<file path="src/core/mal_pkg.sv">
// Purpose: Shared constants for the address-limit command block and its host end
// Assumes: Task-file fields are 8 bits, data words 16 bits
// Notes:   Both ends import this package
package mal_pkg;
  // ----------------------------------------------------------------
  // Command and feature codes
  // ----------------------------------------------------------------
  localparam logic [7:0]  CMD_SET_MAX    = 8'hf9;
  localparam logic [7:0]  CMD_RD_NATIVE  = 8'hf8;
  localparam logic [7:0]  CMD_READ_SECT  = 8'h20;
  localparam logic [7:0]  FEAT_SET_PW    = 8'h01;
  localparam logic [7:0]  FEAT_LOCK      = 8'h02;
  localparam logic [7:0]  FEAT_UNLOCK    = 8'h03;
  localparam logic [7:0]  FEAT_FREEZE    = 8'h04;
  // ----------------------------------------------------------------
  // Field positions and values
  // ----------------------------------------------------------------
  localparam int          SC_NV_BIT      = 0;
  localparam int          DH_LBA_BIT     = 6;
  localparam int          ST_RDY_BIT     = 6;
  localparam int          ST_DRQ_BIT     = 3;
  localparam int          ST_ERR_BIT     = 0;
  localparam int          ERR_ABORT_BIT  = 2;
  localparam logic [27:0] MAX_LBA28      = 28'hfffffff;
  localparam logic [7:0]  CHS_MAX_SECT   = 8'h3f;
  localparam logic [7:0]  SECTOR_LAST    = 8'hff;
  localparam logic [7:0]  PW_FIRST       = 8'h01;
  localparam logic [7:0]  PW_LAST        = 8'h10;
  localparam int          PW_WORDS       = 16;
  localparam logic [2:0]  UNLOCK_TRIES   = 3'h5;
  // ----------------------------------------------------------------
  // Host register offsets (byte addresses)
  // ----------------------------------------------------------------
  localparam logic [7:0]  HR_FEATURE     = 8'h00;
  localparam logic [7:0]  HR_SECT_CNT    = 8'h04;
  localparam logic [7:0]  HR_SECT_NUM    = 8'h08;
  localparam logic [7:0]  HR_CYL_LO      = 8'h0c;
  localparam logic [7:0]  HR_CYL_HI      = 8'h10;
  localparam logic [7:0]  HR_DEV_HEAD    = 8'h14;
  localparam logic [7:0]  HR_COMMAND     = 8'h18;
  localparam logic [7:0]  HR_STATUS      = 8'h1c;
  localparam logic [7:0]  HR_RESULT      = 8'h20;
  localparam logic [7:0]  HR_PW_BASE     = 8'h40;
  localparam logic [7:0]  HR_PW_END      = 8'h7c;
endpackage

</file>
<file path="src/core/mal_if.sv">
// Purpose: Task-file link between the host end and the device end
// Assumes: Single clock, both ends on clk_sys
// Notes:   No clocking block; the testbench joins the ends
`timescale 1ns/10ps
interface mal_if;
  logic        cmd_valid;
  logic [7:0]  feature;
  logic [7:0]  sect_cnt;
  logic [7:0]  sect_num;
  logic [7:0]  cyl_lo;
  logic [7:0]  cyl_hi;
  logic [7:0]  dev_head;
  logic [7:0]  command;
  logic        data_valid;
  logic [15:0] data_word;
  logic        busy;
  logic        drq;
  logic        done;
  logic [7:0]  status;
  logic [7:0]  error;
  logic [7:0]  res_sect_num;
  logic [7:0]  res_cyl_lo;
  logic [7:0]  res_cyl_hi;
  logic [7:0]  res_dev_head;
  modport dev (input cmd_valid, feature, sect_cnt, sect_num, cyl_lo, cyl_hi, dev_head,
               command, data_valid, data_word,
               output busy, drq, done, status, error, res_sect_num, res_cyl_lo,
               res_cyl_hi, res_dev_head);
  modport host (output cmd_valid, feature, sect_cnt, sect_num, cyl_lo, cyl_hi, dev_head,
                command, data_valid, data_word,
                input busy, drq, done, status, error, res_sect_num, res_cyl_lo,
                res_cyl_hi, res_dev_head);
endinterface

</file>
<file path="src/core/mal_dev.sv">
// Purpose: Device end of the maximum user address limit commands
// Assumes: resetn is the power-on reset; hw_reset_req is a one-cycle hardware reset
// Notes:   Nonvolatile limit lives in nv_max_ff, which only resetn reloads
// Functional notes
// [RL1] Opcode F9h selects limit-setting command
// [RL2] F9h sets limit only after native read
// [RL3] Otherwise feature 01-04 selects password functions
// [RL4] Replace limit; abort accesses beyond it
// [RL5] Identify words 61:60 report new limit
// [RL6] Second nonvolatile set aborts until reset
// [RL7] Locked or frozen state aborts limit set
// [RL8] Words 103:100 equal words 61:60; code holds the full limit in 103:100 and caps 61:60 at 28 bits
// [RL9] 28-bit max request selects native maximum
// [RL10] Extended protected area aborts limit set
// [RL11] Sector count bit 0 selects persistence
// [RL12] Host avoids nonvolatile set in offset mode
// [RL13] Host packs LBA across task-file fields
// [RL14] CHS mode takes cylinder number only
// [RL15] LBA result uses request bit layout
// [RL16] CHS result: sector 63, cylinder, head
// [RL17] Set password receives one data sector
// [RL18] Words 1-16 carry the 32-byte password
// [RL19] Password kept only until power cycle
// [RL20] Set password leaves device unlocked
// [RL21] Locked accepts only unlock and freeze
// [RL22] Five unlock tries, then unlock refused
// [RL23] Abort sets abort and error bits
//
// The register addresses and the strobed register port were left to the implementer.
`timescale 1ns/10ps
module mal_dev
  import mal_pkg::*;
#(
  parameter logic [47:0] NATIVE_MAX = 48'h0000_2000_0000,
  parameter logic [7:0]  HEADS      = 8'h10
) (
  input  wire logic        clk_sys,
  input  wire logic        resetn,
  mal_if.dev               bus,
  input  wire logic        hw_reset_req,
  input  wire logic        hpa_ext_set,
  output logic [31:0]      id_w61_60,
  output logic [47:0]      id_w103_100
);
  import mal_pkg::*;

  typedef enum logic [1:0] {DS_IDLE = 2'b01, DS_XFER = 2'b10} mal_dstate_t;
  typedef enum logic [2:0] {
    LK_UNLOCKED = 3'b001, LK_LOCKED = 3'b010, LK_FROZEN = 3'b100
  } mal_lock_t;

  mal_dstate_t st_ff;
  mal_lock_t   lock_ff;
  logic [7:0]  cnt_ff;
  logic        xfer_unlock_ff;
  logic        mism_ff;
  logic        prev_rnm_ff;
  logic [47:0] max_ff;
  logic [47:0] nv_max_ff;
  logic        nv_done_ff;
  logic [2:0]  tries_ff;
  logic [15:0] pw_ff [PW_WORDS];
  logic        done_ff;
  logic [7:0]  status_ff;
  logic [7:0]  error_ff;
  logic [31:0] res_ff;
  logic [31:0] id61_ff;

  // Pack a 28-bit address into {dev/head nibble, cyl high, cyl low, sector}
  function automatic logic [31:0] pack_lba(input logic [7:0] dh, input logic [47:0] a);
    logic [27:0] c;
    c = (a > 48'(MAX_LBA28)) ? MAX_LBA28 : a[27:0];
    return {dh[7:4], c};
  endfunction

  // ----------------------------------------------------------------
  // Command decode
  // ----------------------------------------------------------------
  logic        take;
  logic        is_lba;
  logic        nv_req;
  logic [27:0] req_lba;
  logic [47:0] chs_lba;
  logic [47:0] new_max;
  logic        set_max;
  logic        d_abort;
  logic        d_xfer;
  logic        pw_word;
  logic [3:0]  pw_idx;
  logic        word_bad;
  logic        fin;
  logic        fin_fail;

  assign take    = bus.cmd_valid && (st_ff == DS_IDLE);
  assign is_lba  = bus.dev_head[DH_LBA_BIT];
  assign nv_req  = bus.sect_cnt[SC_NV_BIT];                                          // RL11
  assign req_lba = {bus.dev_head[3:0], bus.cyl_hi, bus.cyl_lo, bus.sect_num};
  // Last sector of the requested cylinder; sector and head fields ignored
  assign chs_lba = 48'((48'({bus.cyl_hi, bus.cyl_lo}) + 48'h1) * 48'(HEADS)
                   * 48'(CHS_MAX_SECT)) - 48'h1;                                     // RL14
  assign set_max = (bus.command == CMD_SET_MAX) && prev_rnm_ff;                      // RL1 RL2

  // LBA 28-bit ceiling request maps to the whole native capacity when NATIVE_MAX lies above that ceiling
  always_comb begin
    if (!is_lba)
      new_max = chs_lba;
    else if (req_lba == MAX_LBA28 && NATIVE_MAX > 48'(MAX_LBA28))
      new_max = NATIVE_MAX;                                                          // RL9
    else
      new_max = 48'(req_lba);                                                        // RL13
  end

  // Accept or abort each command as it is taken
  always_comb begin
    d_abort = 1'b0;
    d_xfer  = 1'b0;
    if (set_max) begin
      d_abort = (lock_ff != LK_UNLOCKED)                                             // RL7
             || hpa_ext_set                                                          // RL10
             || (nv_req && nv_done_ff)                                               // RL6
             || (new_max > NATIVE_MAX);                                              // RL4
    end else if (bus.command == CMD_SET_MAX) begin                                   // RL3
      if (lock_ff == LK_FROZEN) begin
        d_abort = 1'b1;
      end else if (lock_ff == LK_LOCKED && bus.feature != FEAT_UNLOCK
                   && bus.feature != FEAT_FREEZE) begin
        d_abort = 1'b1;                                                              // RL21
      end else if (bus.feature == FEAT_SET_PW) begin
        d_xfer = 1'b1;                                                               // RL17
      end else if (bus.feature == FEAT_UNLOCK) begin
        d_abort = (tries_ff == 3'h0);                                                // RL22
        d_xfer  = (tries_ff != 3'h0);
      end else if (bus.feature != FEAT_LOCK && bus.feature != FEAT_FREEZE) begin
        d_abort = 1'b1;
      end
    end else if (bus.command == CMD_READ_SECT) begin
      d_abort = 48'(req_lba) > max_ff;                                               // RL4
    end else if (bus.command != CMD_RD_NATIVE) begin
      d_abort = 1'b1;
    end
  end

  // Password words sit in sector words 1..16; the rest are ignored
  assign pw_word  = (cnt_ff >= PW_FIRST) && (cnt_ff <= PW_LAST);                     // RL18
  assign pw_idx   = 4'(cnt_ff - PW_FIRST);
  assign word_bad = pw_word && (bus.data_word != pw_ff[pw_idx]);
  assign fin      = (st_ff == DS_XFER) && bus.data_valid && (cnt_ff == SECTOR_LAST);
  assign fin_fail = xfer_unlock_ff && (mism_ff || word_bad);

  // ----------------------------------------------------------------
  // Sequencing
  // ----------------------------------------------------------------
  // Sector reception; a hardware reset drops a half-received sector
  always_ff @(posedge clk_sys or negedge resetn) begin
    if (!resetn) begin
      st_ff          <= DS_IDLE;
      cnt_ff         <= 8'h00;
      xfer_unlock_ff <= 1'b0;
      mism_ff        <= 1'b0;
    end else if (hw_reset_req) begin
      st_ff <= DS_IDLE;
    end else begin
      unique case (st_ff)
        DS_IDLE: begin
          cnt_ff         <= 8'h00;
          mism_ff        <= 1'b0;
          xfer_unlock_ff <= bus.feature == FEAT_UNLOCK;
          if (take && d_xfer)
            st_ff <= DS_XFER;                                                        // RL17
        end
        DS_XFER: begin
          if (bus.data_valid) begin
            cnt_ff  <= cnt_ff + 8'h01;
            mism_ff <= mism_ff || word_bad;
            if (fin)
              st_ff <= DS_IDLE;
          end
        end
      endcase
    end
  end

  // Remember whether the last command was the native maximum read
  always_ff @(posedge clk_sys or negedge resetn) begin
    if (!resetn)
      prev_rnm_ff <= 1'b0;
    else if (hw_reset_req)
      prev_rnm_ff <= 1'b0;
    else if (take)
      prev_rnm_ff <= bus.command == CMD_RD_NATIVE;                                   // RL2
  end

  // ----------------------------------------------------------------
  // Limit and identify data
  // ----------------------------------------------------------------
  // Volatile limit falls back to the stored one on hardware reset
  always_ff @(posedge clk_sys or negedge resetn) begin
    if (!resetn) begin
      max_ff      <= NATIVE_MAX;
      nv_max_ff   <= NATIVE_MAX;
      nv_done_ff  <= 1'b0;
      id61_ff     <= 32'(MAX_LBA28);
      id_w103_100 <= NATIVE_MAX;
    end else if (hw_reset_req) begin
      max_ff      <= nv_max_ff;                                                      // RL11
      nv_done_ff  <= 1'b0;                                                           // RL6
      id61_ff     <= pack_lba(8'h00, nv_max_ff);
      id_w103_100 <= nv_max_ff;
    end else if (take && set_max && !d_abort) begin
      max_ff      <= new_max;                                                        // RL4
      id61_ff     <= pack_lba(8'h00, new_max);                                       // RL5 RL9
      id_w103_100 <= new_max;                                                        // RL8 RL9
      if (nv_req) begin
        nv_max_ff  <= new_max;                                                       // RL11
        nv_done_ff <= 1'b1;                                                          // RL6
      end
    end
  end
  assign id_w61_60 = id61_ff;

  // ----------------------------------------------------------------
  // Lock state, tries and password
  // ----------------------------------------------------------------
  // Lock state survives hardware reset; only power-on or a matching unlock clears it
  always_ff @(posedge clk_sys or negedge resetn) begin
    if (!resetn) begin
      lock_ff  <= LK_UNLOCKED;
      tries_ff <= UNLOCK_TRIES;
    end else if (hw_reset_req) begin
      tries_ff <= UNLOCK_TRIES;                                                      // RL22
    end else if (take && !set_max && !d_abort && bus.command == CMD_SET_MAX) begin
      if (bus.feature == FEAT_LOCK)
        lock_ff <= LK_LOCKED;                                                        // RL21
      else if (bus.feature == FEAT_FREEZE)
        lock_ff <= LK_FROZEN;                                                        // RL21
    end else if (fin) begin
      if (fin_fail)
        tries_ff <= tries_ff - 3'h1;                                                 // RL22
      else
        lock_ff <= LK_UNLOCKED;                                                      // RL20
    end
  end

  // Password is volatile: cleared by power-on only
  always_ff @(posedge clk_sys or negedge resetn) begin
    if (!resetn) begin
      for (int i = 0; i < PW_WORDS; i++)
        pw_ff[i] <= 16'h0000;                                                        // RL19
    end else if (st_ff == DS_XFER && bus.data_valid && !xfer_unlock_ff && pw_word) begin
      pw_ff[pw_idx] <= bus.data_word;                                                // RL18
    end
  end

  // ----------------------------------------------------------------
  // Completion and results
  // ----------------------------------------------------------------
  // Status and error stand until the next completion or sector request
  always_ff @(posedge clk_sys or negedge resetn) begin
    if (!resetn) begin
      done_ff   <= 1'b0;
      status_ff <= 8'h00;
      error_ff  <= 8'h00;
      res_ff    <= 32'h0000_0000;
    end else begin
      done_ff <= 1'b0;
      if (take && d_xfer) begin
        status_ff             <= 8'h00;
        status_ff[ST_RDY_BIT] <= 1'b1;
        status_ff[ST_DRQ_BIT] <= 1'b1;
      end else if ((take && !d_xfer) || fin) begin
        done_ff                  <= 1'b1;
        status_ff                <= 8'h00;                                           // RL23
        status_ff[ST_RDY_BIT]    <= 1'b1;
        status_ff[ST_ERR_BIT]    <= fin ? fin_fail : d_abort;                        // RL23
        error_ff                 <= 8'h00;
        error_ff[ERR_ABORT_BIT]  <= fin ? fin_fail : d_abort;                        // RL23
        if (take && bus.command == CMD_RD_NATIVE)
          res_ff <= pack_lba(bus.dev_head, NATIVE_MAX);
        else if (take && set_max && !d_abort && is_lba)
          res_ff <= pack_lba(bus.dev_head, new_max);                                 // RL15
        else if (take && set_max && !d_abort)
          res_ff <= {bus.dev_head[7:4], 4'(HEADS - 8'h01), bus.cyl_hi, bus.cyl_lo,
                     CHS_MAX_SECT};                                                  // RL16
      end
    end
  end

  assign bus.busy         = st_ff != DS_IDLE;
  assign bus.drq          = st_ff == DS_XFER;
  assign bus.done         = done_ff;
  assign bus.status       = status_ff;
  assign bus.error        = error_ff;
  assign bus.res_sect_num = res_ff[7:0];
  assign bus.res_cyl_lo   = res_ff[15:8];
  assign bus.res_cyl_hi   = res_ff[23:16];
  assign bus.res_dev_head = res_ff[31:24];
endmodule

</file>
<file path="src/flat_wrapper.sv">
// flat-port wrapper written by rule: the top's interface ports become plain ports
module mal_dev_flat import mal_pkg::*;
#(
  parameter logic [47:0] NATIVE_MAX = 48'h0000_2000_0000,
  parameter logic [7:0]  HEADS      = 8'h10
)
  (clk_sys, resetn, hw_reset_req, hpa_ext_set, id_w61_60, id_w103_100, bus_cmd_valid, bus_feature, bus_sect_cnt, bus_sect_num, bus_cyl_lo, bus_cyl_hi, bus_dev_head, bus_command, bus_data_valid, bus_data_word, bus_busy, bus_drq, bus_done, bus_status, bus_error, bus_res_sect_num, bus_res_cyl_lo, bus_res_cyl_hi, bus_res_dev_head);
  mal_if bus_i ();
  input  wire logic clk_sys;
  input  wire logic resetn;
  input  wire logic hw_reset_req;
  input  wire logic hpa_ext_set;
  output logic [31:0] id_w61_60;
  output logic [47:0] id_w103_100;
  input wire logic [$bits(bus_i.cmd_valid)-1:0] bus_cmd_valid;
  input wire logic [$bits(bus_i.feature)-1:0] bus_feature;
  input wire logic [$bits(bus_i.sect_cnt)-1:0] bus_sect_cnt;
  input wire logic [$bits(bus_i.sect_num)-1:0] bus_sect_num;
  input wire logic [$bits(bus_i.cyl_lo)-1:0] bus_cyl_lo;
  input wire logic [$bits(bus_i.cyl_hi)-1:0] bus_cyl_hi;
  input wire logic [$bits(bus_i.dev_head)-1:0] bus_dev_head;
  input wire logic [$bits(bus_i.command)-1:0] bus_command;
  input wire logic [$bits(bus_i.data_valid)-1:0] bus_data_valid;
  input wire logic [$bits(bus_i.data_word)-1:0] bus_data_word;
  output wire logic [$bits(bus_i.busy)-1:0] bus_busy;
  output wire logic [$bits(bus_i.drq)-1:0] bus_drq;
  output wire logic [$bits(bus_i.done)-1:0] bus_done;
  output wire logic [$bits(bus_i.status)-1:0] bus_status;
  output wire logic [$bits(bus_i.error)-1:0] bus_error;
  output wire logic [$bits(bus_i.res_sect_num)-1:0] bus_res_sect_num;
  output wire logic [$bits(bus_i.res_cyl_lo)-1:0] bus_res_cyl_lo;
  output wire logic [$bits(bus_i.res_cyl_hi)-1:0] bus_res_cyl_hi;
  output wire logic [$bits(bus_i.res_dev_head)-1:0] bus_res_dev_head;
  assign bus_i.cmd_valid = bus_cmd_valid;
  assign bus_i.feature = bus_feature;
  assign bus_i.sect_cnt = bus_sect_cnt;
  assign bus_i.sect_num = bus_sect_num;
  assign bus_i.cyl_lo = bus_cyl_lo;
  assign bus_i.cyl_hi = bus_cyl_hi;
  assign bus_i.dev_head = bus_dev_head;
  assign bus_i.command = bus_command;
  assign bus_i.data_valid = bus_data_valid;
  assign bus_i.data_word = bus_data_word;
  assign bus_busy = bus_i.busy;
  assign bus_drq = bus_i.drq;
  assign bus_done = bus_i.done;
  assign bus_status = bus_i.status;
  assign bus_error = bus_i.error;
  assign bus_res_sect_num = bus_i.res_sect_num;
  assign bus_res_cyl_lo = bus_i.res_cyl_lo;
  assign bus_res_cyl_hi = bus_i.res_cyl_hi;
  assign bus_res_dev_head = bus_i.res_dev_head;
  mal_dev #(.NATIVE_MAX(NATIVE_MAX), .HEADS(HEADS)) u_core (.clk_sys(clk_sys), .resetn(resetn), .bus(bus_i), .hw_reset_req(hw_reset_req), .hpa_ext_set(hpa_ext_set), .id_w61_60(id_w61_60), .id_w103_100(id_w103_100));
endmodule
</file>
<file path="config.mk">
export PLATFORM = sky130hd
export DESIGN_NAME = mal_dev_flat
export DESIGN_NICKNAME = d
export VERILOG_FILES = /design/src/core/mal_pkg.sv /design/src/core/mal_if.sv /design/src/core/mal_dev.sv /design/src/flat_wrapper.sv
export SDC_FILE = /design/constraint.sdc
export NUM_CORES = 1
export LEC_CHECK = 0
export BUFFER_PORTS_ARGS = -buffer_cell sky130_fd_sc_hd__buf_2
export CORE_ASPECT_RATIO = 1.5
export CORE_MARGIN = 4
export CORE_UTILIZATION = 60
export DETAILED_ROUTE_END_ITERATION = 12
export GPL_TIMING_DRIVEN = 1
export PLACE_DENSITY = 0.8
export SYNTH_ARGS = -nofsm -noshare
export SYNTH_HDL_FRONTEND = slang
export SYNTH_SLANG_ARGS = --single-unit
</file>
<file path="constraint.sdc">
create_clock -name clk_sys -period 12.55 [get_ports clk_sys]
set_input_delay 2.51 -clock clk_sys [delete_from_list [all_inputs] [get_ports clk_sys]]
set_output_delay 2.51 -clock clk_sys [all_outputs]
set_load 0.01 [all_outputs]
</file>
==> results.py <==
metrics = {
    "power": {
        "p_int_mw": 2.63,
        "switchingPower_mw": 1.39,
        "clockPowerShare_pct": 32.0,
        "p_sw_share_pct": 34.6,
        "p_seq_share_pct": 35.6,
        "power.density_mw_per_mm2": 152,
        "combPwrFrac_pct": 32.4,
        "vdd_drop_max_uv": 128,
        "leakage_nw": 12.7,
    },
    "sta": {
        "slew_viol_final": 0,
        "setup_viol": 0,
        "clock.fmax_mhz": 98.8,
        "min_period_over_period_pct": 80.7,
        "rsz0062_at_grt": "no",
        "whs_ns": 0.469,
        "max_slew_margin_pct": 22.6,
        "tns_ns": 0,
        "hold_viol_final": 0,
        "worst_pin_slew_ns": 1.16,
        "fin_crit_ns": 10.12,
        "finClkSkew_ns": 0.0248,
    },
    "cells_and_area": {
        "design_area_sq_mm": 0.0264,
        "regArea_sq_mm": 0.0108,
        "instances_no_fill": 2714,
        "multiInputGateArea_sq_mm": 0.0119,
        "nets": 2377,
        "n_fill_cell": 2774,
        "utilization_pct": 68.2,
        "area_growth_pct": 11.4,
        "drive_gt1_share_pct": 31.4,
    },
    "route": {
        "wl_per_cell_microns": 23.6,
        "post-route-drc-count": 0,
        "vias": 17000,
        "via_per_inst": 6.27,
        "wl_mm": 64.2,
        "ant_nets": 0,
        "drtIter0Drc": 1322,
        "dr.pass1.iters": 5,
    },
    "logic_synthesis": {
        "synthTopCellsByArea": "dfrtp_1 (42%), mux2_2 (13%), mux4_2 (7.6%)",
        "synth_most_common_cell": "dfrtp_1",
        "yosysSeqAreaShare_pct": 45.7,
        "synth_edf_count": 0,
        "synth_commonest_cells": "dfrtp_1 (397), mux2_2 (278), nand2_1 (146)",
        "synth_cell_types": 83,
        "syn_inst": 2044,
        "syn-mean-instance-area_sq_um": 11.6,
        "synth_top_area_share_pct": 41.9,
        "synthArstFlopShare_pct": 100,
        "synth_flop_cell": "dfrtp_1",
        "ys_ff_latch": 431,
        "syn_area_sq_mm": 0.0237,
        "ys_warn_count": 0,
        "yosys.area.top_type": "dfrtp_1",
    },
    "clock_network": {
        "ctsHoldBuffers": 0,
        "clockBufferDepth": 3,
        "cts_tree": "yes",
        "cts-htree-levels": 2,
        "cts.sinks": 431,
        "path_clk_slew_ns": 0.06,
        "cts_made_buffers": 42,
        "postCtsSetupRepairBufs": 0,
        "cts_root_buf": "clkbuf_16",
        "insertion_delay_ns": 0.56,
        "post_cts_resized": 0,
    },
    "critical_path": {
        "cp_max_fo": 16,
        "required_ns": 13.03,
        "worstSetupPathType": "in -> reg",
        "rr_worst_depth": 12,
        "arrival_ns": 10.60,
        "start_kind": "input port",
        "end_kind": "flop",
    },
    "place": {
        "numPortBuffers": 185,
        "gp_congestion": 0.902,
        "placed_area_sq_mm": 0.0250,
        "dp.cells": 2640,
        "dp.final_hpwl_mm": 44.8,
    },
    "floorplanning": {
        "core_sq_mm": 0.0388,
        "start_util_pct": 61.2,
        "die_x_microns": 170,
        "fp-row-count": 88,
        "dieHeight_microns": 252,
        "dieArea_sq_mm": 0.0428,
        "io_pins": 209,
    },
    "flow_run": {
        "maxCapViolations": 0,
    },
    "hold_path": {
        "worstHoldPathType": "reg -> reg",
        "hold_depth": 1,
    },
    "global_route": {
        "grt_first_pass_wirelength_mm": 100,
        "grt_pass1_vias": 17800,
        "grt_use_total_pct": 29.9,
        "grt_overflow": 0,
        "grt_max_degree": 206,
        "grt_antenna_before_repair": 3,
    },
    "status": {
        "status": "completed",
    },
}
-- power groups by stage --
| stage | clock network [mW] | registers [mW] | logic (mW) |
|---|---|---|---|
| final | 1.29 | 1.43 | 1.30 |
| after floorplan | 0 | 1.46 | 0.927 |
| after CTS | 1.30 | 1.43 | 1.29 |
| after global placement | 0 | 1.46 | 1.25 |
| after global routing | 1.36 | 1.44 | 1.44 |
| after detailed placement | 0 | 1.46 | 1.28 |
-- flip-flops by register name, indices dropped and copies added (netlist names) --
name,flops
u_core.id_w61_60,28
u_core.bus.error,1
u_core.prev_rnm_ff,1
u_core.xfer_unlock_ff,1
u_core.tries_ff,3
u_core.cnt_ff,8
u_core.nv_done_ff,1
u_core.nv_max_ff,45
u_core.bus.done,1
u_core.pw_ff,256
u_core.st_ff,2
u_core.id_w103_100,45
u_core.mism_ff,1
u_core.res_ff,32
u_core.bus.status,3
u_core.lock_ff,3
-- stage by stage --
step / worst slack (ns) / power (mW)
floorplan: 3.91 / 2.39
global placement: 2.11 / 2.71
detailed placement: 1.98 / 2.74
CTS: 2.47 / 4.03
global route: 1.91 / 4.23
finish: 2.43 / 4.03
-- routing by layer --
metal  track usage [%]  routed length [microns]  vias to the layer above
met3              4.44                     3550                      178
li1                  -                        -                     7568
met1              35.0                    23000                     8652
met2              54.1                    34300                      605
met5                 0                       13                        -
met4              13.4                     3250                        2
-- cells by family after synthesis --
group | share of synthesized area, %
multiplexers | 21.1
AND/OR/NAND/NOR | 9.31
AO/OA/AOI/OAI | 9.65
flip-flops | 45.7
other | 0.0158
XOR/XNOR | 2.73
adder cells (fa/ha/maj) | 7.03
buffers and inverters | 4.50
-- cells in the final DEF (no fill, tap or decap), drive strengths merged, types with 16 or more instances in the layout --
cell | Yosys | layout
nand2 | 146 | 146
conb | 1 | 16
dfstp | 34 | 34
xnor2 | 51 | 51
clkbuf | 94 | 57
fa | 36 | 36
ha | 74 | 74
a31oi | 18 | 18
nor3 | 22 | 22
a21oi | 79 | 79
and2 | 23 | 23
nand4 | 29 | 29
inv | 124 | 127
a21o | 26 | 26
mux4 | 80 | 80
o21ai | 100 | 100
xor2 | 23 | 23
nor2 | 107 | 107
buf | 38 | 218
nand3 | 37 | 37
dfrtp | 397 | 397
o22ai | 16 | 16
o22a | 30 | 30
mux2 | 283 | 283
-- final timing paths --
check                                     start                   end  slack [ns]
max                               bus_cyl_lo[0]   u_core.id_w61_60[4]        2.43
min reg2reg                u_core.bus.status[6]  u_core.bus.status[6]        0.47
max reg2reg                    u_core.cnt_ff[0]    u_core.tries_ff[1]        7.19
min                        u_core.bus.status[6]  u_core.bus.status[6]        0.47
min in group asynchronous                resetn     u_core.pw_ff[220]        2.06
max in group asynchronous                resetn      u_core.cnt_ff[0]        7.79
-- cell type report --
type | count | area share (%)
multi-input combinational | 1372 | 45.1
clock buffer | 57 | 4.42
antenna | 1 | 0.00947
tap | 495 | 2.34
inverter | 124 | 1.76
clock inverter | 16 | 0.786
timing repair buffer | 218 | 4.54
sequential | 431 | 41.0
-- critical path, cell delays in order --
cell	delay, ns
buf_2	0.20
ha_1	0.28
nand3_1	0.09
nor2_1	0.40
and3_1	0.28
and3_1	0.18
xor2_1	0.34
inv_1	0.15
fa_1	0.55
fa_1	0.54
fa_1	0.55
inv_1	0.04
ha_1	0.40
nand2_1	0.16
a211o_1	0.29
a31oi_1	0.48
o31a_1	0.30
xnor2_1	0.16
nor4bb_2	0.21
buf_4	0.18
a31oi_1	0.75
and2_1	0.88
buf_4	0.32
a31oi_1	0.10
o22a_1	0.22
No activity file was read; power rests on OpenSTA's default activity.
